**src/omir_pkg.sv**
```systemverilog
// shared constants and types for the optical motion image readout
package omir_pkg;

    // ------------------------------------------------------------
    // register offsets on the serial port
    // ------------------------------------------------------------
    localparam logic [6:0] OMIR_ADDR_HORIZ = 7'h03;
    localparam logic [6:0] OMIR_ADDR_VERT = 7'h04;
    localparam logic [6:0] OMIR_ADDR_QUALITY = 7'h05;
    localparam logic [6:0] OMIR_ADDR_EXP_HIGH = 7'h06;
    localparam logic [6:0] OMIR_ADDR_EXP_LOW = 7'h07;
    localparam logic [6:0] OMIR_ADDR_PEAK = 7'h08;
    localparam logic [6:0] OMIR_ADDR_SUM = 7'h09;
    localparam logic [6:0] OMIR_ADDR_LOWEST = 7'h0A;
    localparam logic [6:0] OMIR_ADDR_CAPTURE = 7'h0B;
    localparam logic [6:0] OMIR_ADDR_UPPER = 7'h0C;

    // ------------------------------------------------------------
    // reset values
    // ------------------------------------------------------------
    localparam logic [15:0] OMIR_RST_EXPOSURE = 16'h0064;
    localparam logic [7:0] OMIR_RST_PEAK = 8'hD0;
    localparam logic [7:0] OMIR_RST_SUM = 8'h80;
    localparam logic [7:0] OMIR_RST_ZERO = 8'h00;

    // ------------------------------------------------------------
    // field layout and limits
    // ------------------------------------------------------------
    localparam int OMIR_CMD_WRITE_BIT = 7;
    localparam int OMIR_SUM_LSB = 9;
    localparam int OMIR_UPPER_X_LSB = 4;
    localparam logic [8:0] OMIR_FEATURE_MAX = 9'h168;
    localparam logic [7:0] OMIR_PIXEL_MAX = 8'hFE;
    localparam logic [16:0] OMIR_SUM_MAX = 17'h1E038;
    localparam logic [8:0] OMIR_GRAB_LAST = 9'h1E3;
    localparam logic [11:0] OMIR_WIDE_POS = 12'h7FF;
    localparam logic [11:0] OMIR_WIDE_NEG = 12'h800;
    localparam logic [11:0] OMIR_NARROW_POS = 12'h07F;
    localparam logic [11:0] OMIR_NARROW_NEG = 12'hF80;
    localparam logic [2:0] OMIR_RES_FULL = 3'h3;

    // ------------------------------------------------------------
    // exposure control limits
    // ------------------------------------------------------------
    localparam logic [7:0] OMIR_EXP_PEAK_HIGH = 8'hF0;
    localparam logic [7:0] OMIR_EXP_PEAK_LOW = 8'h96;
    localparam logic [15:0] OMIR_EXP_MIN = 16'h0001;
    localparam logic [15:0] OMIR_EXP_MAX = 16'hFFFF;
    localparam int OMIR_EXP_STEP_SHIFT = 4;

    // ------------------------------------------------------------
    // buffering
    // ------------------------------------------------------------
    localparam int OMIR_FIFO_DEPTH = 8;

    // one pixel of the frame stream, delivered in pixel index order
    typedef struct packed {
        logic last;
        logic feature;
        logic [7:0] value;
    } omir_pixel_t;

    localparam int OMIR_PIXEL_W = $bits(omir_pixel_t);

    // one motion sample from the correlator
    typedef struct packed {
        logic [11:0] dx;
        logic [11:0] dy;
    } omir_motion_t;

endpackage

```
**src/omir_fifo.sv**
```systemverilog
// small synchronous fifo with valid and ready on both sides
`timescale 1ns/1ps

module omir_fifo #(
    parameter int WIDTH = 10,
    parameter int DEPTH = 8
) (
    input wire logic core_clk,
    input wire logic rst_n,
    input wire logic [WIDTH-1:0] in_data,
    input wire logic in_valid,
    output logic in_ready,
    output logic [WIDTH-1:0] out_data,
    output logic out_valid,
    input wire logic out_ready
);
    localparam int PW = (DEPTH > 1) ? $clog2(DEPTH) : 1;
    localparam int CW = $clog2(DEPTH + 1);
    localparam logic [CW-1:0] FULL_CNT = CW'(DEPTH);
    localparam logic [PW-1:0] LAST_PTR = PW'(DEPTH - 1);

    typedef struct packed {
        logic [DEPTH-1:0][WIDTH-1:0] mem;
        logic [PW-1:0] wr_ptr;
        logic [PW-1:0] rd_ptr;
        logic [CW-1:0] count;
        logic ready;
    } omir_fifo_state_t;

    omir_fifo_state_t st;
    omir_fifo_state_t next_st;
    logic push;
    logic pop;

    // ready is registered so the source sees a clean flop
    assign in_ready = st.ready;
    assign out_valid = (st.count != '0);
    assign out_data = st.mem[st.rd_ptr];
    assign push = in_valid && st.ready;
    assign pop = out_valid && out_ready;

    // ------------------------------------------------------------
    // next state
    // ------------------------------------------------------------
    always_comb begin
        next_st = st;
        if (push) begin
            next_st.mem[st.wr_ptr] = in_data;
            next_st.wr_ptr = (st.wr_ptr == LAST_PTR) ? '0 : st.wr_ptr + 1'b1;
        end
        if (pop) begin
            next_st.rd_ptr = (st.rd_ptr == LAST_PTR) ? '0 : st.rd_ptr + 1'b1;
        end
        if (push && !pop) begin
            next_st.count = st.count + 1'b1;
        end else if (pop && !push) begin
            next_st.count = st.count - 1'b1;
        end
        next_st.ready = (next_st.count != FULL_CNT);
    end

    // storage itself needs no reset, only the pointers, count and ready flag
    always_ff @(posedge core_clk) begin
        if (!rst_n) begin
            st.mem <= st.mem;
            st.wr_ptr <= '0;
            st.rd_ptr <= '0;
            st.count <= '0;
            st.ready <= 1'b0;
        end else begin
            st <= next_st;
        end
    end
endmodule

```
**src/omir_readout.sv**
```systemverilog
// measurement registers of the motion sensor behind its four-wire serial port
`timescale 1ns/1ps

// Functional notes
// separate 8-bit signed x and y counts
// reading a count returns it, then clears
// count scale follows selected resolution
// controller reads x, y, upper bits consecutively
// quality shows upper 8 of 9-bit features
// quality never above 180
// exposure is 16-bit cycles, two byte registers
// controller reads exposure high then low
// exposure adjusts automatically to pixel levels
// peak pixel of frame, 0 to 254
// lowest pixel of frame, 0 to 254
// 17-bit pixel sum, bits 16:9 shown
// sum capped 122936, register at most 240
// grabber takes one pixel per frame
// top bit flags 7-bit pixel valid
// 484 grabber reads cover 22x22 image
// any capture register write resets index
// indices run down columns, last is 483
// valid read advances index, clears flag
// wide mode joins upper nibble above byte
// registers reached only via serial port
module omir_readout (
    input wire logic core_clk,
    input wire logic rst_n,
    input wire logic spi_ncs_n,
    input wire logic spi_sclk,
    input wire logic spi_mosi,
    output logic spi_miso,
    input wire omir_pkg::omir_pixel_t pixel_in,
    input wire logic pixel_in_valid,
    output logic pixel_in_ready,
    input wire omir_pkg::omir_motion_t motion_in,
    input wire logic motion_valid,
    input wire logic [2:0] resolution_sel,
    input wire logic wide_motion,
    output logic [15:0] exposure_time
);
    import omir_pkg::*;

    typedef struct packed {
        logic sclk_q;
        logic [2:0] bit_cnt;
        logic data_phase;
        logic is_write;
        logic [6:0] addr;
        logic [7:0] shift_in;
        logic [7:0] shift_out;
        logic miso;
        logic [11:0] acc_x;
        logic [11:0] acc_y;
        logic [3:0] upper_x;
        logic [3:0] upper_y;
        logic [8:0] feat_cnt;
        logic [7:0] peak_cur;
        logic [7:0] low_cur;
        logic [16:0] sum_cur;
        logic [7:0] quality;
        logic [7:0] peak;
        logic [7:0] lowest;
        logic [7:0] sum_upper;
        logic [15:0] exposure;
        logic [7:0] exp_low_hold;
        logic exp_locked;
        logic [8:0] frame_idx;
        logic [8:0] grab_idx;
        logic [6:0] grab_value;
        logic grab_valid;
    } omir_state_t;

    omir_state_t st;
    omir_state_t next_st;
    omir_pixel_t fifo_out;
    logic fifo_valid;
    logic fifo_ready;
    logic sclk_rise;
    logic sclk_fall;
    logic addr_done;
    logic data_done;
    logic reg_read;
    logic reg_write;

    // ------------------------------------------------------------
    // helper functions
    // ------------------------------------------------------------

    // scale a full-resolution delta down to the selected resolution
    function automatic logic [11:0] scale_delta(input logic [11:0] raw, input logic [2:0] res);
        logic [2:0] drop;
        drop = (res >= OMIR_RES_FULL) ? 3'h0 : OMIR_RES_FULL - res;
        return 12'($signed(raw) >>> drop);
    endfunction

    // saturating signed add, clipped to the active reporting width
    function automatic logic [11:0] sat_add(input logic [11:0] acc, input logic [11:0] d, input logic wide);
        logic signed [12:0] sum;
        logic signed [12:0] hi;
        logic signed [12:0] lo;
        sum = $signed({acc[11], acc}) + $signed({d[11], d});
        hi = wide ? $signed({1'b0, OMIR_WIDE_POS}) : $signed({1'b0, OMIR_NARROW_POS});
        lo = wide ? $signed({1'b1, OMIR_WIDE_NEG}) : $signed({1'b1, OMIR_NARROW_NEG});
        if (sum > hi) begin
            sum = hi;
        end else if (sum < lo) begin
            sum = lo;
        end
        return sum[11:0];
    endfunction

    // clip a raw pixel into the reportable range
    function automatic logic [7:0] clip_pixel(input logic [7:0] v);
        return (v > OMIR_PIXEL_MAX) ? OMIR_PIXEL_MAX : v;
    endfunction

    // register read mux
    function automatic logic [7:0] read_value(input omir_state_t s, input logic [6:0] a);
        logic [7:0] v;
        v = OMIR_RST_ZERO;
        unique case (a)
            OMIR_ADDR_HORIZ: v = s.acc_x[7:0];
            OMIR_ADDR_VERT: v = s.acc_y[7:0];
            OMIR_ADDR_QUALITY: v = s.quality;
            OMIR_ADDR_EXP_HIGH: v = s.exposure[15:8];
            OMIR_ADDR_EXP_LOW: v = s.exp_low_hold;
            OMIR_ADDR_PEAK: v = s.peak;
            OMIR_ADDR_SUM: v = s.sum_upper;
            OMIR_ADDR_LOWEST: v = s.lowest;
            OMIR_ADDR_CAPTURE: v = {s.grab_valid, s.grab_value};
            OMIR_ADDR_UPPER: v = {s.upper_x, s.upper_y};
            default: v = OMIR_RST_ZERO;
        endcase
        return v;
    endfunction

    // ------------------------------------------------------------
    // pixel buffer
    // ------------------------------------------------------------

    // pixel intake pauses for one cycle on each register access so reads see settled stats
    assign fifo_ready = !(reg_read || reg_write);

    omir_fifo #(
        .WIDTH(OMIR_PIXEL_W),
        .DEPTH(OMIR_FIFO_DEPTH)
    ) u_fifo (
        .core_clk(core_clk),
        .rst_n(rst_n),
        .in_data(pixel_in),
        .in_valid(pixel_in_valid),
        .in_ready(pixel_in_ready),
        .out_data(fifo_out),
        .out_valid(fifo_valid),
        .out_ready(fifo_ready)
    );

    // ------------------------------------------------------------
    // serial port decode
    // ------------------------------------------------------------

    // sclk idles high; data is sampled on the rising edge, driven on the falling edge
    assign sclk_rise = !spi_ncs_n && spi_sclk && !st.sclk_q;
    assign sclk_fall = !spi_ncs_n && !spi_sclk && st.sclk_q;
    assign addr_done = sclk_rise && !st.data_phase && (st.bit_cnt == 3'h7);
    assign data_done = sclk_rise && st.data_phase && (st.bit_cnt == 3'h7);
    assign reg_read = addr_done && !st.shift_in[OMIR_CMD_WRITE_BIT - 1];
    assign reg_write = data_done && st.is_write;

    assign spi_miso = st.miso;
    assign exposure_time = st.exposure;

    // ------------------------------------------------------------
    // next state
    // ------------------------------------------------------------
    always_comb begin
        logic [6:0] rd_addr;
        logic [11:0] dx;
        logic [11:0] dy;
        logic [7:0] pix;
        logic [7:0] peak_fin;
        logic [7:0] low_fin;
        logic [16:0] sum_fin;
        logic [8:0] feat_fin;
        logic [15:0] step;
        logic pop;
        rd_addr = {st.shift_in[5:0], spi_mosi};
        dx = scale_delta(motion_in.dx, resolution_sel);
        dy = scale_delta(motion_in.dy, resolution_sel);
        pix = clip_pixel(fifo_out.value);
        pop = fifo_valid && fifo_ready;
        peak_fin = st.peak_cur;
        low_fin = st.low_cur;
        sum_fin = st.sum_cur;
        feat_fin = st.feat_cnt;
        step = '0;
        next_st = st;
        next_st.sclk_q = spi_sclk;

        // serial shifter; chip select high returns the port to idle
        if (spi_ncs_n) begin
            next_st.bit_cnt = '0;
            next_st.data_phase = 1'b0;
            next_st.is_write = 1'b0;
            next_st.miso = 1'b0;
        end else if (sclk_rise) begin
            next_st.shift_in = {st.shift_in[6:0], spi_mosi};
            next_st.bit_cnt = st.bit_cnt + 1'b1;
            if (addr_done) begin
                next_st.data_phase = 1'b1;
                next_st.is_write = st.shift_in[OMIR_CMD_WRITE_BIT - 1];
                next_st.addr = rd_addr;
                next_st.shift_out = read_value(st, rd_addr);
            end else if (data_done) begin
                next_st.data_phase = 1'b0;
            end
        end else if (sclk_fall && st.data_phase) begin
            next_st.miso = st.shift_out[7];
            next_st.shift_out = {st.shift_out[6:0], 1'b0};
        end

        // motion accumulation; a read clears but a same-cycle delta survives
        if (reg_read && rd_addr == OMIR_ADDR_HORIZ) begin
            next_st.upper_x = st.acc_x[11:8];
            next_st.acc_x = '0;
        end
        if (reg_read && rd_addr == OMIR_ADDR_VERT) begin
            next_st.upper_y = st.acc_y[11:8];
            next_st.acc_y = '0;
        end
        if (motion_valid) begin
            next_st.acc_x = sat_add(next_st.acc_x, dx, wide_motion);
            next_st.acc_y = sat_add(next_st.acc_y, dy, wide_motion);
        end

        // exposure pair: high read freezes the low byte until it is read
        if (reg_read && rd_addr == OMIR_ADDR_EXP_HIGH) begin
            next_st.exp_locked = 1'b1;
        end else if (reg_read && rd_addr == OMIR_ADDR_EXP_LOW) begin
            next_st.exp_locked = 1'b0;
        end

        // grabber: a valid read moves on to the next pixel
        if (reg_read && rd_addr == OMIR_ADDR_CAPTURE && st.grab_valid) begin
            next_st.grab_valid = 1'b0;
            next_st.grab_idx = (st.grab_idx == OMIR_GRAB_LAST) ? '0 : st.grab_idx + 1'b1;
        end

        // frame statistics from the buffered pixel stream
        if (pop) begin
            peak_fin = (pix > st.peak_cur) ? pix : st.peak_cur;
            low_fin = (pix < st.low_cur) ? pix : st.low_cur;
            sum_fin = (st.sum_cur + 17'(pix) > OMIR_SUM_MAX) ? OMIR_SUM_MAX : st.sum_cur + 17'(pix);
            feat_fin = (fifo_out.feature && st.feat_cnt != OMIR_FEATURE_MAX) ? st.feat_cnt + 1'b1 : st.feat_cnt;
            if (st.frame_idx == st.grab_idx && !st.grab_valid) begin
                next_st.grab_value = fifo_out.value[7:1];
                next_st.grab_valid = 1'b1;
            end
            if (fifo_out.last) begin
                next_st.peak = peak_fin;
                next_st.lowest = low_fin;
                next_st.sum_upper = sum_fin[16:OMIR_SUM_LSB];
                next_st.quality = feat_fin[8:1];
                next_st.peak_cur = '0;
                next_st.low_cur = OMIR_PIXEL_MAX;
                next_st.sum_cur = '0;
                next_st.feat_cnt = '0;
                next_st.frame_idx = '0;
                // nudge exposure by about six percent per frame to avoid hunting
                step = st.exposure >> OMIR_EXP_STEP_SHIFT;
                if (peak_fin > OMIR_EXP_PEAK_HIGH) begin
                    next_st.exposure = (st.exposure - step - 1'b1 < OMIR_EXP_MIN || st.exposure <= step + 1'b1)
                        ? OMIR_EXP_MIN : st.exposure - step - 1'b1;
                end else if (peak_fin < OMIR_EXP_PEAK_LOW) begin
                    next_st.exposure = (OMIR_EXP_MAX - st.exposure <= step + 1'b1)
                        ? OMIR_EXP_MAX : st.exposure + step + 1'b1;
                end
            end else begin
                next_st.peak_cur = peak_fin;
                next_st.low_cur = low_fin;
                next_st.sum_cur = sum_fin;
                next_st.feat_cnt = feat_fin;
                next_st.frame_idx = (st.frame_idx == OMIR_GRAB_LAST) ? st.frame_idx : st.frame_idx + 1'b1;
            end
        end

        // write to the capture register restarts the image from index 0
        if (reg_write && st.addr == OMIR_ADDR_CAPTURE) begin
            next_st.grab_idx = '0;
            next_st.grab_valid = 1'b0;
        end

        // low byte tracks the live exposure unless a pair read is in progress
        if (!next_st.exp_locked) begin
            next_st.exp_low_hold = next_st.exposure[7:0];
        end
    end

    // ------------------------------------------------------------
    // state register
    // ------------------------------------------------------------
    always_ff @(posedge core_clk) begin
        if (!rst_n) begin
            st <= '0;
            st.sclk_q <= 1'b1;
            st.low_cur <= OMIR_PIXEL_MAX;
            st.peak <= OMIR_RST_PEAK;
            st.sum_upper <= OMIR_RST_SUM;
            st.exposure <= OMIR_RST_EXPOSURE;
            st.exp_low_hold <= OMIR_RST_EXPOSURE[7:0];
        end else begin
            st <= next_st;
        end
    end
endmodule

```
**config.mk**
```make
export PLATFORM = sky130hd
export DESIGN_NAME = omir_readout
export DESIGN_NICKNAME = d
export VERILOG_FILES = /design/src/omir_pkg.sv /design/src/omir_fifo.sv /design/src/omir_readout.sv
export SDC_FILE = /design/constraint.sdc
export NUM_CORES = 1
export LEC_CHECK = 0
export BUFFER_PORTS_ARGS = -buffer_cell sky130_fd_sc_hd__buf_2
export CAP_MARGIN = 0
export CELL_PAD_IN_SITES_DETAIL_PLACEMENT = 0
export CELL_PAD_IN_SITES_GLOBAL_PLACEMENT = 1
export CORE_MARGIN = 10
export CORE_UTILIZATION = 49
export CTS_CLUSTER_SIZE = 25
export DETAILED_ROUTE_END_ITERATION = 16
export HOLD_SLACK_MARGIN = 0.02
export PLACE_DENSITY = 0.89
export SKIP_CTS_REPAIR_TIMING = 1
export SLEW_MARGIN = 10
export SYNTH_ARGS = -nofsm -noshare
export SYNTH_HDL_FRONTEND = slang
export SYNTH_SLANG_ARGS = --single-unit
```
**constraint.sdc**
```tcl
create_clock -name core_clk -period 9.8 [get_ports core_clk]
set_clock_uncertainty 0.1 [all_clocks]
set_input_delay 1.47 -clock core_clk [delete_from_list [all_inputs] [get_ports core_clk]]
set_output_delay 1.47 -clock core_clk [all_outputs]
set_load 0.01 [all_outputs]
```
-- Word-level counts from Yosys, hierarchy flattened
Index checks and enable logic that the tools add are counted.
- register bits: 277
- input bits: 45
- output and inout bits: 18
- logic and storage cells: 202
- $add $sub $neg: 18
- order comparisons: 17
- equality and inequality tests: 21
- shifts and indexed selects: 2
- muxes and demuxes: 45
- bitwise operators: 3
- reduce and logical (&&, ||, !) cells: 55
- operators with widths (kind ; count):
    $bwmux 80 ; 1
    $pmux 8 s10 ; 1
    $mux 12 ; 6
    $mux 16 ; 4
    $mux 8 ; 7
    $mux 9 ; 5
    $eq 7x4->1 const B ; 6
    $mux 42 ; 1
    $le 16x13->1 ; 2
    $bmux 10 s3 ; 1
    $demux 10 s3 ; 1
    $eq 7x3->1 const B ; 4
    $add 9x1->9 const B ; 3
    $add 12x12->13 ; 2
    $gt 13x12->1 ; 2
    $lt 13x12->1 ; 2
    $logic_and 1x1->1 ; 25
    $mux 24 ; 1
    $sshr 12x3->12 ; 2
    $mux 11 ; 2
    $mux 10 ; 2
    $eq 9x9->1 const B ; 2
    $reduce_and 2->1 ; 9
    $add 17x8->17 ; 1
    37 further kinds ; 69

-- Depth between registers and ports, before layout
Gate-level depths: netlist of the first run.
- depth after elaboration: 13
- mapped depth: 29
- gate-level depth less buffers: 26

-- Modules after synthesis
A second synthesis of the first run with hierarchy kept.
- cell total of the unflattened synthesis: 1971
- area total of the unflattened synthesis: 17453.0 sq um
- by module, submodules not included (module ; instances ; cells each ; area each (sq um) ; seq. area each (sq um)):
    omir_readout ; 1 ; 1777 ; 13814.5 ; 3723.6
    omir_fifo ; 1 ; 194 ; 3638.5 ; 2622.5

-- Worst setup path after synthesis of the first run
OpenSTA, ideal clock, no wires.
- path kind: in2reg
- start point: input port spi_ncs_n
- end point: register st[152] (netlist name)
- setup time: 0.122 ns
- arrival time: 7.239 ns
- data required time: 9.578 ns
- path slack: 2.339 ns
- stages on the path: 27
- path buffers: 3
- cell sequence: nor3b_1 -> buf_1 -> nand2_1 -> nor3_1 -> clkbuf_1 -> nand2_1 -> clkbuf_1 -> and2_1 -> ha_1 -> fa_1 -> a21o_1 -> a21oi_1 -> o21ai_0 -> a21o_1 -> a21oi_1 -> nor2_1 -> nor3_1 -> xnor2_1 -> ha_1 -> nor4bb_1 -> nand3_1 -> nor4_1 -> a31oi_1 -> o311ai_0 -> o31a_1 -> a211oi_1 -> a221o_1
- word-level cells in the longest chain between the ends: 13
- elaborated cells between the ends (all ways): 14
- classes of those cells: 1 x add/sub; 2 x order compare; 4 x mux; 7 x reduce/logical
- RTL lines (item ; line ; text):
    from (decl) ; omir_readout.sv:29 ; input wire logic spi_ncs_n,
    $logic_not 1->1 * ; omir_readout.sv:164 ; assign sclk_rise = !spi_ncs_n && spi_sclk && !st.sclk_q;
    $logic_and 1x1->1 * (2 in a row) ; omir_readout.sv:164 ;
    $logic_and 1x1->1 * (2 in a row) ; omir_readout.sv:166 ; assign addr_done = sclk_rise && !st.data_phase && (st.bit_cnt == 3'h7);
    $logic_and 1x1->1 * ; omir_readout.sv:168 ; assign reg_read = addr_done && !st.shift_in[OMIR_CMD_WRITE_BIT - 1];
    $logic_and 1x1->1 * ; omir_readout.sv:224 ; if (reg_read && rd_addr == OMIR_ADDR_HORIZ) begin
    $mux 12 * ; omir_readout.sv:224 ;
    $add 12x12->13 ; omir_readout.sv:102 ; sum = $signed({acc[11], acc}) + $signed({d[11], d});
    $lt 13x12->1 ; omir_readout.sv:107 ; end else if (sum < lo) begin
    $mux 12 ; omir_readout.sv:107 ;
    $mux 12 ; omir_readout.sv:105 ; if (sum > hi) begin
    $mux 24 * ; omir_readout.sv:232 ; if (motion_valid) begin
    to (signal assigned) ; omir_readout.sv:313 ; st <= next_st;
    to (decl) ; omir_readout.sv:74 ; omir_state_t st;
Mark *: on every way between the ends. The rest lies on a longest branch, timed or not.
A chain may end at the register's enable or synchronous reset.

-- Final worst setup path of the first run
- start point: input port spi_mosi
- end point: register st[153] (netlist name)
- word-level cells in the longest chain between the ends: 8
- elaborated cells between the ends (all ways): 9
- classes of those cells: 1 x add/sub; 2 x order compare; 1 x eq/ne; 4 x mux; 1 x reduce/logical
- RTL lines (item ; line ; text):
    from (decl) ; omir_readout.sv:31 ; input wire logic spi_mosi,
    $eq 7x2->1 * ; omir_readout.sv:224 ;
    $logic_and 1x1->1 * ; omir_readout.sv:224 ;
    $mux 12 * ; omir_readout.sv:224 ;
    $add 12x12->13 ; omir_readout.sv:102 ;
    $lt 13x12->1 ; omir_readout.sv:107 ;
    $mux 12 ; omir_readout.sv:107 ;
    $mux 12 ; omir_readout.sv:105 ;
    $mux 24 * ; omir_readout.sv:232 ;
Marked as above.

==> results of run 1 <==
==> report_power, final <==
part	internal [mW]	switching (mW)
combinational	1.19	1.80
sequential	1.38	0.223
clock	0.682	0.470
total	3.25	2.49
==> routing by layer <==
layer	track usage, %	wire length (um)
met5	0	0
met4	5.51	1100
met3	1.94	2150
met2	33.0	21400
met1	26.4	20400
==> critical path: cells and delay by family <==
family,cells,cell delay [ns]
AND/OR/NAND/NOR,9,2.13
buffers and inverters,2,0.75
AO/OA/AOI/OAI,10,2.44
XOR/XNOR,1,0.23
adder cells (fa/ha/maj),3,0.93
==> cells by family (layout without fill, tap and decap cells) <==
logic type,count (synthesis),count (layout),synth area share (%)
AND/OR/NAND/NOR,640,640,18.4
AO/OA/AOI/OAI,481,481,18.7
flip-flops,277,277,36.2
buffers and inverters,176,206,4.21
adder cells (fa/ha/maj),133,133,9.70
multiplexers,106,106,8.38
XOR/XNOR,89,89,4.44
==> registers in the layout, indices dropped and copies added (netlist names) <==
name             flops
st                 169
u_fifo.st           90
u_fifo.in_ready      1
exposure_time       16
spi_miso             1
==> metrics by stage <==
step           hold slack, ns  util, %  std cells  setup slack (ns)
2_1_floorplan           0.326        -       1902              2.34
5_1_grt                 0.383     53.9       2393              1.66
3_3_place_gp            0.345     51.1       2340              1.88
4_1_cts                 0.368     53.9       2393              2.27
3_5_place_dp            0.360     51.1       2340              1.71
6_report                0.369     53.9       2393              2.17
==> worst paths after layout <==
path	from	endpoint	slack, ns	cells after the start
setup / recovery	spi_mosi	st[153]	2.17	25
hold / removal	st[181]	st[181]	0.37	2
setup reg to reg	st[169]	st[140]	2.68	26
hold reg to reg	st[181]	st[181]	0.37	2
==> layout by cell type (no fill, tap or decap), types with 14 or more instances in the layout <==
cell	synthesis	layout
nand3_1	46	46
o211ai_1	25	25
inv_1	75	75
a22oi_1	25	25
nor3_1	39	38
buf_4	16	17
and3_1	16	16
xnor2_1	56	56
nand2_1	166	166
mux2i_1	64	64
mux4_1	14	14
edfxtp_1	80	80
nand2b_1	18	18
clkbuf_16	0	30
and2_1	56	56
nand4_1	21	21
nor2b_1	53	53
a21o_1	24	24
a21oi_1	107	107
nor2_1	147	145
xor2_1	33	33
o21ai_0	102	102
a21boi_0	29	29
dfxtp_1	197	197
o21bai_1	18	18
buf_2	2	61
ha_1	128	128
==> cell type report <==
cell class	count	area [sq um]	area share (%)
multi-input cells	1449	10500	54.8
flip-flops and latches	277	6350	33.2
clock buffers	40	798	4.17
well taps	461	577	3.02
repair buffers	78	433	2.26
inverters	75	282	1.47
clock inverters	13	208	1.09
==> flow_summary_export.csv, run 1 <==
group,metric,value,unit
floorplan,die_x,209,um
cts,htreeDepth,1,
cts,cts-root-buf,"clkbuf_16",
power_and_ir_drop,p_leak,7.62,nW
global_route,grt_max_degree,94,
placement,place.gp.congestion,0.918,
logic_synthesis,synth_commonest_cells,"dfxtp_1 (197), nand2_1 (166), nor2_1 (147)",
logic_synthesis,yosys-top-cells-area,"dfxtp_1 (22%), edfxtp_1 (14%), ha_1 (9.1%)",
logic_synthesis,async_flop_share,0,%
sta,post-route-min-period,7.63,ns
floorplan,io_pins,63,
cts,clock_tree.buffer_depth,3,
sta,slew_headroom,24.7,%
setup_path,end_kind,"flop",
cts,tritoncts,"built",
logic_synthesis,synth_cell_type_count,89,
finish,fillCellCount,3208,
cts,cts.sinks,277,
sta,setup_viol,0,
setup_path,critPathMaxFanout,37,
status,status,"completed",
setup_path,cp-start-kind,"input pin",
drt,dr.pass1.iters,6,
logic_synthesis,syn_inst,1902,
setup_path,slowest_delay,0.51,ns
power_and_ir_drop,vdd_drop_max,195,uV
run,cap_violations,0,
global_route,grt_remaining_overflow,0,
logic_synthesis,syn_area,0.0175,sq mm
finish,drive_gt1_share,9.47,%
power_and_ir_drop,p_per_area,300,mW/mm^2
floorplan,initial_core_util,49.4,%
drt,drtIter0Drc,1035,
sta,period_share,77.8,%
placement,dp_hpwl,32.7,mm
logic_synthesis,synth_ff_type,"dfxtp_1",
power_and_ir_drop,total_power,5.74,mW
logic_synthesis,synth.yosys.warnings,0,
floorplan,dieArea,0.0438,sq mm
sta,finalSetupTns,0,ns
sta,hold_viol,0,
worst_hold_path,hold_path_class,"flop to flop",
logic_synthesis,yosysTopAreaCellShare,22.5,%
cts,clkTransAtPathRegs,0.06,ns
setup_path,crit_type,"input pin to flop",
placement,post_dp_cell_area,0.0181,sq mm
global_route,grt_pass1_wl,72.5,mm
sta,worst_pin_slew,1.13,ns
placement,portBuffers,62,
setup_path,cp.required,10.14,ns
logic_synthesis,synth_most_common_cell,"dfxtp_1",
drt,post_drt_wl_per_cell,18.8,um
sta,slew_viol_final,0,
global_route,grt.total_usage,19.7,%
drt,postRouteAntennaNets,0,
cts,numCtsBuffers,30,
logic_synthesis,avgSynthCellArea,9.22,sq um
finish,n_antenna_cell,0,
logic_synthesis,synth_nets,2080,
finish,layout.nets,2089,
drt,drt-total-wl,45.1,mm
global_route,grt_pass1_vias,13608,
setup_path,crit_slowest_cell,"buf_2",
global_route,grt_antenna_before_repair,0,
drt,via_per_inst,5.97,
floorplan,coreArea,0.0355,sq mm
drt,drc,0,
floorplan,die_h,209,um
logic_synthesis,yosysTopAreaCell,"dfxtp_1",
cts,worstSkewPairLatency,0.58,ns
logic_synthesis,yosysSeqAreaShare,36.2,%
drt,vias,14290,
logic_synthesis,ys_ff_latch,277,
sta,rsz0062_at_grt,"false",
floorplan,core.rowCount,69,
sta,fmaxAchievable,131,MHz
setup_path,crit_arrival,7.96,ns
finish,syn_to_final_growth,9.01,%
logic_synthesis,synth_edf_count,80,
finish,finalInstanceArea,0.0191,sq mm
Power figures use the tool's default switching activity.
==> run 2, diff against run 1 <==
--- a/config.mk
+++ b/config.mk
@@ -5,16 +5,17 @@
 export SDC_FILE = /design/constraint.sdc
 export NUM_CORES = 1
 export LEC_CHECK = 0
+export ABC_AREA = 1
 export BUFFER_PORTS_ARGS = -buffer_cell sky130_fd_sc_hd__buf_2
 export CAP_MARGIN = 0
 export CELL_PAD_IN_SITES_DETAIL_PLACEMENT = 0
 export CELL_PAD_IN_SITES_GLOBAL_PLACEMENT = 1
 export CORE_MARGIN = 10
-export CORE_UTILIZATION = 49
+export CORE_UTILIZATION = 42
 export CTS_CLUSTER_SIZE = 25
 export DETAILED_ROUTE_END_ITERATION = 16
 export HOLD_SLACK_MARGIN = 0.02
-export PLACE_DENSITY = 0.89
+export PLACE_DENSITY = 0.85
 export SKIP_CTS_REPAIR_TIMING = 1
 export SLEW_MARGIN = 10
 export SYNTH_ARGS = -nofsm -noshare
==> constraint.sdc (replaced) <==
create_clock -name core_clk -period 6.21 [get_ports core_clk]
set_clock_uncertainty 0.1 [all_clocks]
set_input_delay 0.9315 -clock core_clk [delete_from_list [all_inputs] [get_ports core_clk]]
set_output_delay 0.9315 -clock core_clk [all_outputs]
set_load 0.01 [all_outputs]
==> run 2 against run 1 <==
  * Non-clock buffer count is 3 higher
  * Combinational power grew 61%
  * Area after synthesis up 1.6%
  * First-iteration DRC count grew 3.5%
  * Critical path type is now flop to flop
  * Critical endpoint is now st[142]
==> flow_summary_export.csv, run 2 <==
group,metric,value,unit
status,status,"completed",
setup_path,crit_arrival,5.66,ns
global_route,grt_remaining_overflow,0,
setup_path,end_kind,"flop",
global_route,grt_pass1_wl,80.0,mm
logic_synthesis,syn_inst,2514,
cts,htreeDepth,1,
sta,hold_viol,0,
setup_path,critPathMostFrequentCell,"nand2_1",
finish,largest_reg_flops,169,
cts,tritoncts,"built",
worst_hold_path,min_path_cells,2,
cts,clkTransAtPathRegs,0.06,ns
finish,regMostFlops,"st",
drt,postRouteAntennaNets,0,
setup_path,crit_type,"flop to flop",
logic_synthesis,synth.yosys.warnings,0,
setup_path,slowest_delay,0.42,ns
drt,drtIter0Drc,1071,
finish,syn_to_final_growth,9.00,%
logic_synthesis,async_flop_share,0,%
cts,clock_tree.buffer_depth,3,
setup_path,r2r_cells,27,
sta,rsz0062_at_grt,"false",
floorplan,die_x,226,um
logic_synthesis,yosysSeqAreaShare,35.6,%
logic_synthesis,ys_ff_latch,277,
logic_synthesis,yosysTopAreaCell,"dfxtp_1",
logic_synthesis,yosysTopAreaCellShare,22.1,%
setup_path,r2r_end,"st[142]",
finish,n_antenna_cell,0,
logic_synthesis,synth_ff_type,"dfxtp_1",
drt,dr.pass1.iters,7,
finish,layout_common_cells,"nand2_1 (597), inv_1 (357), a21oi_1 (234), dfxtp_1 (197), nor2_1 (190)",
logic_synthesis,synth_cell_type_count,56,
global_route,grt.total_usage,19.1,%
worst_hold_path,hold_path_class,"flop to flop",
power_and_ir_drop,vdd_drop_max,280,uV
global_route,grt_max_degree,45,
sta,post-route-min-period,5.33,ns
drt,vias,16396,
floorplan,die_h,226,um
drt,via_per_inst,5.29,
finish,layout.nets,2714,
cts,numCtsBuffers,30,
setup_path,cp.required,6.54,ns
sta,slew_viol_final,0,
sta,setup_viol,0,
logic_synthesis,synth_edf_count,80,
sta,whs,0.360,ns
placement,dp_hpwl,37.2,mm
finish,final_common_cell,"nand2_1",
power_and_ir_drop,p_per_area,459,mW/mm^2
worst_hold_path,worstHoldStart,"st[74]",
setup_path,critPathMaxFanout,8,
sta,slew_headroom,24.1,%
cts,worstSkewPairLatency,0.58,ns
floorplan,core.rowCount,75,
setup_path,crit_slowest_cell,"nor3_4",
sta,fmaxAchievable,188,MHz
cts,cts-root-buf,"clkbuf_16",
global_route,grt_antenna_before_repair,0,
sta,worst_pin_slew,1.13,ns
drt,post_drt_wl_per_cell,16.0,um
global_route,grt_pass1_vias,15604,
logic_synthesis,synth_nets,2692,
setup_path,cp_num_buf_inv,5,
cts,cts.sinks,277,
floorplan,initial_core_util,42.5,%
placement,place.gp.congestion,0.926,
finish,final_core_util,46.3,%
power_and_ir_drop,p_leak,8.85,nW
finish,drive_gt1_share,6.57,%
drt,drc,0,
sta,finalSetupTns,0,ns
sta,period_share,85.8,%
setup_path,cp-start-kind,"flop",
placement,portBuffers,62,
setup_path,reg2reg_from,"st[169]",
drt,drt-total-wl,49.6,mm
logic_synthesis,avgSynthCellArea,7.09,sq um
setup_path,r2r_slack,0.88,ns
logic_synthesis,yosys-top-cells-area,"dfxtp_1 (22%), edfxtp_1 (13%), nand2_1 (13%)",
worst_hold_path,min_to,"st[74]",
logic_synthesis,synth_commonest_cells,"nand2_1 (598), inv_1 (357), a21oi_1 (234)",
floorplan,coreArea,0.0419,sq mm
logic_synthesis,syn_area,0.0178,sq mm
floorplan,io_pins,63,
setup_path,cp_top_family,"simple AND/OR/NAND/NOR gates",
run,cap_violations,0,
logic_synthesis,synth_most_common_cell,"nand2_1",
floorplan,dieArea,0.0511,sq mm
finish,fillCellCount,4234,
run 2: worst register-to-register path: cells and delay by family (launching register included):
family | cells | cell delay, ns
compound gates | 4 | 0.60
flops | 1 | 0.36
simple gates | 15 | 2.77
fa+ha+maj | 2 | 0.65
xor+xnor | 1 | 0.16
buf+inv | 5 | 0.57
run 2: how the worst max path moves through the flow:
stage	cells past startpoint	endpoint	slack (ns)	from
after floorplan	27	st[150]	1.03	spi_sclk
after global placement	26	st[138]	0.89	resolution_sel[2]
after detailed placement	26	st[143]	0.63	resolution_sel[2]
after CTS	27	st[142]	0.98	st[169]
after global routing	27	st[136]	0.33	st[169]
final	27	st[142]	0.88	st[169]
run 2: per-stage QoR:
step	worst slack, ns	power [mW]	area, sq um	std cells
CTS	0.982	8.94	19400	3097
finish	0.885	8.92	19400	3097
global route	0.330	9.73	19400	3097
floorplan	1.03	6.00	17800	2514
global placement	0.886	7.10	18500	3043
detailed placement	0.626	7.17	18500	3043
run 2: report_power, final:
part,total [mW],switching (mW),internal [mW]
logic,4.82,3.27,1.55
clock network,1.73,0.735,0.996
registers,2.37,0.246,2.13
run 2: final cells by class:
| type | count | area, sq um | share of cell area [%] |
|---|---|---|---|
| inverter | 372 | 1400 | 7.19 |
| clock inverter | 19 | 154 | 0.792 |
| sequential | 277 | 6350 | 32.7 |
| multi-input combinational | 1774 | 9600 | 49.4 |
| tap | 539 | 674 | 3.47 |
| clock buffer | 35 | 800 | 4.12 |
| timing repair buffer | 81 | 453 | 2.33 |
run 2: kinds of logic (layout without fill, tap and decap cells):
family          count (synthesis)  after routing  share of synthesized area [%]
simple gates                 1043           1043                           24.6
compound gates                529            529                           16.2
buf+inv                       463            507                           10.5
flops                         277            277                           35.6
fa+ha+maj                     133            133                           9.55
xor+xnor                       54             54                           2.65
mux                            15             15                          0.843
run 2: routing by layer:
| layer | global-route usage, % | up-vias | part of all wire (%) |
|---|---|---|---|
| li1 | - | 8322 | - |
| met1 | 24.3 | 7608 | 45 |
| met2 | 33.6 | 392 | 48 |
| met3 | 1.85 | 74 | 4.4 |
| met4 | 5.10 | 0 | 2.1 |
| met5 | 0 | - | 0 |
==> run 3, diff against run 2 <==
--- a/config.mk
+++ b/config.mk
@@ -10,12 +10,11 @@
 export CAP_MARGIN = 0
 export CELL_PAD_IN_SITES_DETAIL_PLACEMENT = 0
 export CELL_PAD_IN_SITES_GLOBAL_PLACEMENT = 1
-export CORE_MARGIN = 10
-export CORE_UTILIZATION = 42
+export CORE_UTILIZATION = 46
 export CTS_CLUSTER_SIZE = 25
 export DETAILED_ROUTE_END_ITERATION = 16
 export HOLD_SLACK_MARGIN = 0.02
-export PLACE_DENSITY = 0.85
+export PLACE_DENSITY = 0.88
 export SKIP_CTS_REPAIR_TIMING = 1
 export SLEW_MARGIN = 10
 export SYNTH_ARGS = -nofsm -noshare
==> constraint.sdc (replaced) <==
create_clock -name core_clk -period 5.9 [get_ports core_clk]
set_clock_uncertainty 0.1 [all_clocks]
set_input_delay 0 -clock core_clk [delete_from_list [all_inputs] [get_ports core_clk]]
set_output_delay 0 -clock core_clk [all_outputs]
set_load 0.01 [all_outputs]
==> run 3 against run 2 <==
  * The run now ends with negative hold slack left
  * First-iteration DRC count up 1.4%
  * Critical path type unchanged
  * Sequential cell count did not move
  * Hold slack worse by 0.37 ns
  * Final cell count shrank 0.39%
  * Design area increased by 0.94%
  * Via count is 0.93% higher
  * Maximum frequency rose by 4.5%
  * Critical path depth grew 2
==> flow_summary_export.csv, run 3 (synthesis gave the netlist of run 2 again) <==
group,metric,value,unit
status,status,"complete, but fails checks",
status,violations,"negative hold slack",
finish,n_antenna_cell,0,
cts,cts-root-buf,"clkbuf_16",
power_and_ir_drop,p_comb_share,53.3,%
cts,tritoncts,"built",
setup_path,crit_start,"st[169]",
setup_path,r2r_end,"st[135]",
finish,layout_common_cells,"nand2_1 (597), inv_1 (357), a21oi_1 (234), dfxtp_1 (197), nor2_1 (189)",
sta,post-route-min-period,5.09,ns
floorplan,die_h,199,um
placement,place.gp.congestion,0.916,
power_and_ir_drop,total_power,9.53,mW
setup_path,reg2reg_from,"st[169]",
global_route,grt_max_degree,60,
setup_path,cp-start-kind,"flop",
setup_path,end_kind,"flop",
sta,finalSetupTns,0,ns
placement,dp_hpwl,35.9,mm
floorplan,dieArea,0.0395,sq mm
finish,regMostFlops,"st",
power_and_ir_drop,vdd_drop_max,312,uV
finish,syn_to_final_growth,10.0,%
power_and_ir_drop,power.internal,5.00,mW
setup_path,crit_slowest_cell,"nor3_4",
finish,largest_reg_flops,169,
global_route,grt_pass1_vias,15535,
cts,worstSkewPairLatency,0.59,ns
sta,slew_viol_final,0,
cts,cts.sinks,277,
finish,finalInstanceArea,0.0196,sq mm
finish,drive_gt1_share,6.64,%
setup_path,r2r_cells,29,
placement,dpl_worst_slack,0.848,ns
setup_path,slowest_delay,0.38,ns
power_and_ir_drop,p_switching,4.53,mW
sta,rsz0062_at_grt,"false",
floorplan,die_x,199,um
finish,final_common_cell,"nand2_1",
floorplan,initial_core_util,47.0,%
power_and_ir_drop,pwr-share-clk,20.3,%
cts,clock_tree.buffer_depth,3,
cts,clkTransAtPathRegs,0.06,ns
power_and_ir_drop,p_per_area,486,mW/mm^2
sta,period_share,86.3,%
setup_path,crit_arrival,5.45,ns
drt,drtIter0Drc,1086,
cts,numCtsBuffers,31,
setup_path,r2r_slack,0.81,ns
global_route,grt_remaining_overflow,0,
worst_hold_path,hold_path_class,"input pin to flop",
global_route,grt_antenna_before_repair,0,
worst_hold_path,min_path_cells,4,
power_and_ir_drop,p_leak,8.94,nW
power_and_ir_drop,switching_share,47.5,%
placement,portBuffers,62,
sta,setup_viol,0,
drt,vias,16548,
sta,hold_viol,11,
run,cap_violations,0,
sta,slew_headroom,20.8,%
global_route,grt_pass1_wl,78.1,mm
drt,post_drt_wl_per_cell,15.9,um
setup_path,crit_type,"flop to flop",
drt,dr.pass1.iters,7,
drt,postRouteAntennaNets,0,
drt,drt-total-wl,49.0,mm
placement,post_dp_cell_area,0.0184,sq mm
sta,worst_pin_slew,1.18,ns
setup_path,critPathMaxFanout,15,
worst_hold_path,worstHoldStart,"rst_n",
drt,drc,0,
setup_path,crit_end,"st[135]",
finish,fillCellCount,3789,
finish,layout.nets,2728,
floorplan,core.rowCount,71,
floorplan,coreArea,0.0379,sq mm
global_route,grt.total_usage,24.6,%
setup_path,cp.required,6.26,ns
drt,via_per_inst,5.36,
sta,fmaxAchievable,196,MHz
floorplan,io_pins,63,
cts,htreeDepth,1,
setup_path,critPathMostFrequentCell,"nand2_1",
sta,setup_slack,0.806,ns
sta,whs,-0.0129,ns
power_and_ir_drop,seqPwrFrac,26.4,%
==> run 3: cell count changes in the layout (fill, tap and decap cells not counted), sizes merged <==
cell         delta
inv             +2
dlygate4sd3    +15
clkinv          -7
buf             -2
clkbuf          +8
==> run 3: metal layers <==
metal  share of wire, %  vias to the layer above  track usage [%]
met5                  0                        -                0
met4                2.5                        0             7.61
met3                4.4                       84             2.49
met2                 48                      386             43.8
met1                 45                     7737             31.2
li1                   -                     8341                -
==> run 3: critical path: cells and delay by family (launching register included) <==
kind                     cells  cell delay [ns]
AO/OA/AOI/OAI                3             0.42
XOR/XNOR                     1             0.18
adder cells (fa/ha/maj)      3             0.75
buffers and inverters        6             0.67
flip-flops                   1             0.35
AND/OR/NAND/NOR             16             2.50
==> run 3: how the worst min path moves through the flow <==
stage | endpoint | slack (ns)
2_1_floorplan | u_fifo.st[11] | -0.001
3_3_place_gp | st[186] | 0.14
3_5_place_dp | st[186] | 0.14
4_1_cts | st[186] | -0.46
5_1_grt | u_fifo.st[7] | 0.02
6_report | exposure_time[9] | -0.01
==> run 3: layout make-up <==
class | count | area (sq um) | share of cell area [%]
multi-input cells | 1774 | 9600 | 49.0
flip-flops and latches | 277 | 6350 | 32.4
inverters | 372 | 1400 | 7.12
clock buffers | 43 | 881 | 4.49
well taps | 511 | 639 | 3.26
repair buffers | 94 | 588 | 3.00
clock inverters | 14 | 153 | 0.779
==> run 3: power groups by stage <==
stage,Combinational (mW),Sequential [mW],Clock [mW]
2_1_floorplan,3.90,2.42,0
3_3_place_gp,4.95,2.55,0
3_5_place_dp,5.01,2.55,0
4_1_cts,5.04,2.51,1.97
5_1_grt,5.75,2.54,2.04
6_report,5.08,2.52,1.93
==> run 3: through the flow <==
stage                     cells  util [%]
after CTS                  3069      51.3
after global placement     3012      48.5
after detailed placement   3012      48.5
after global routing       3085      51.7
final                      3085      51.7
after floorplan            2514         -
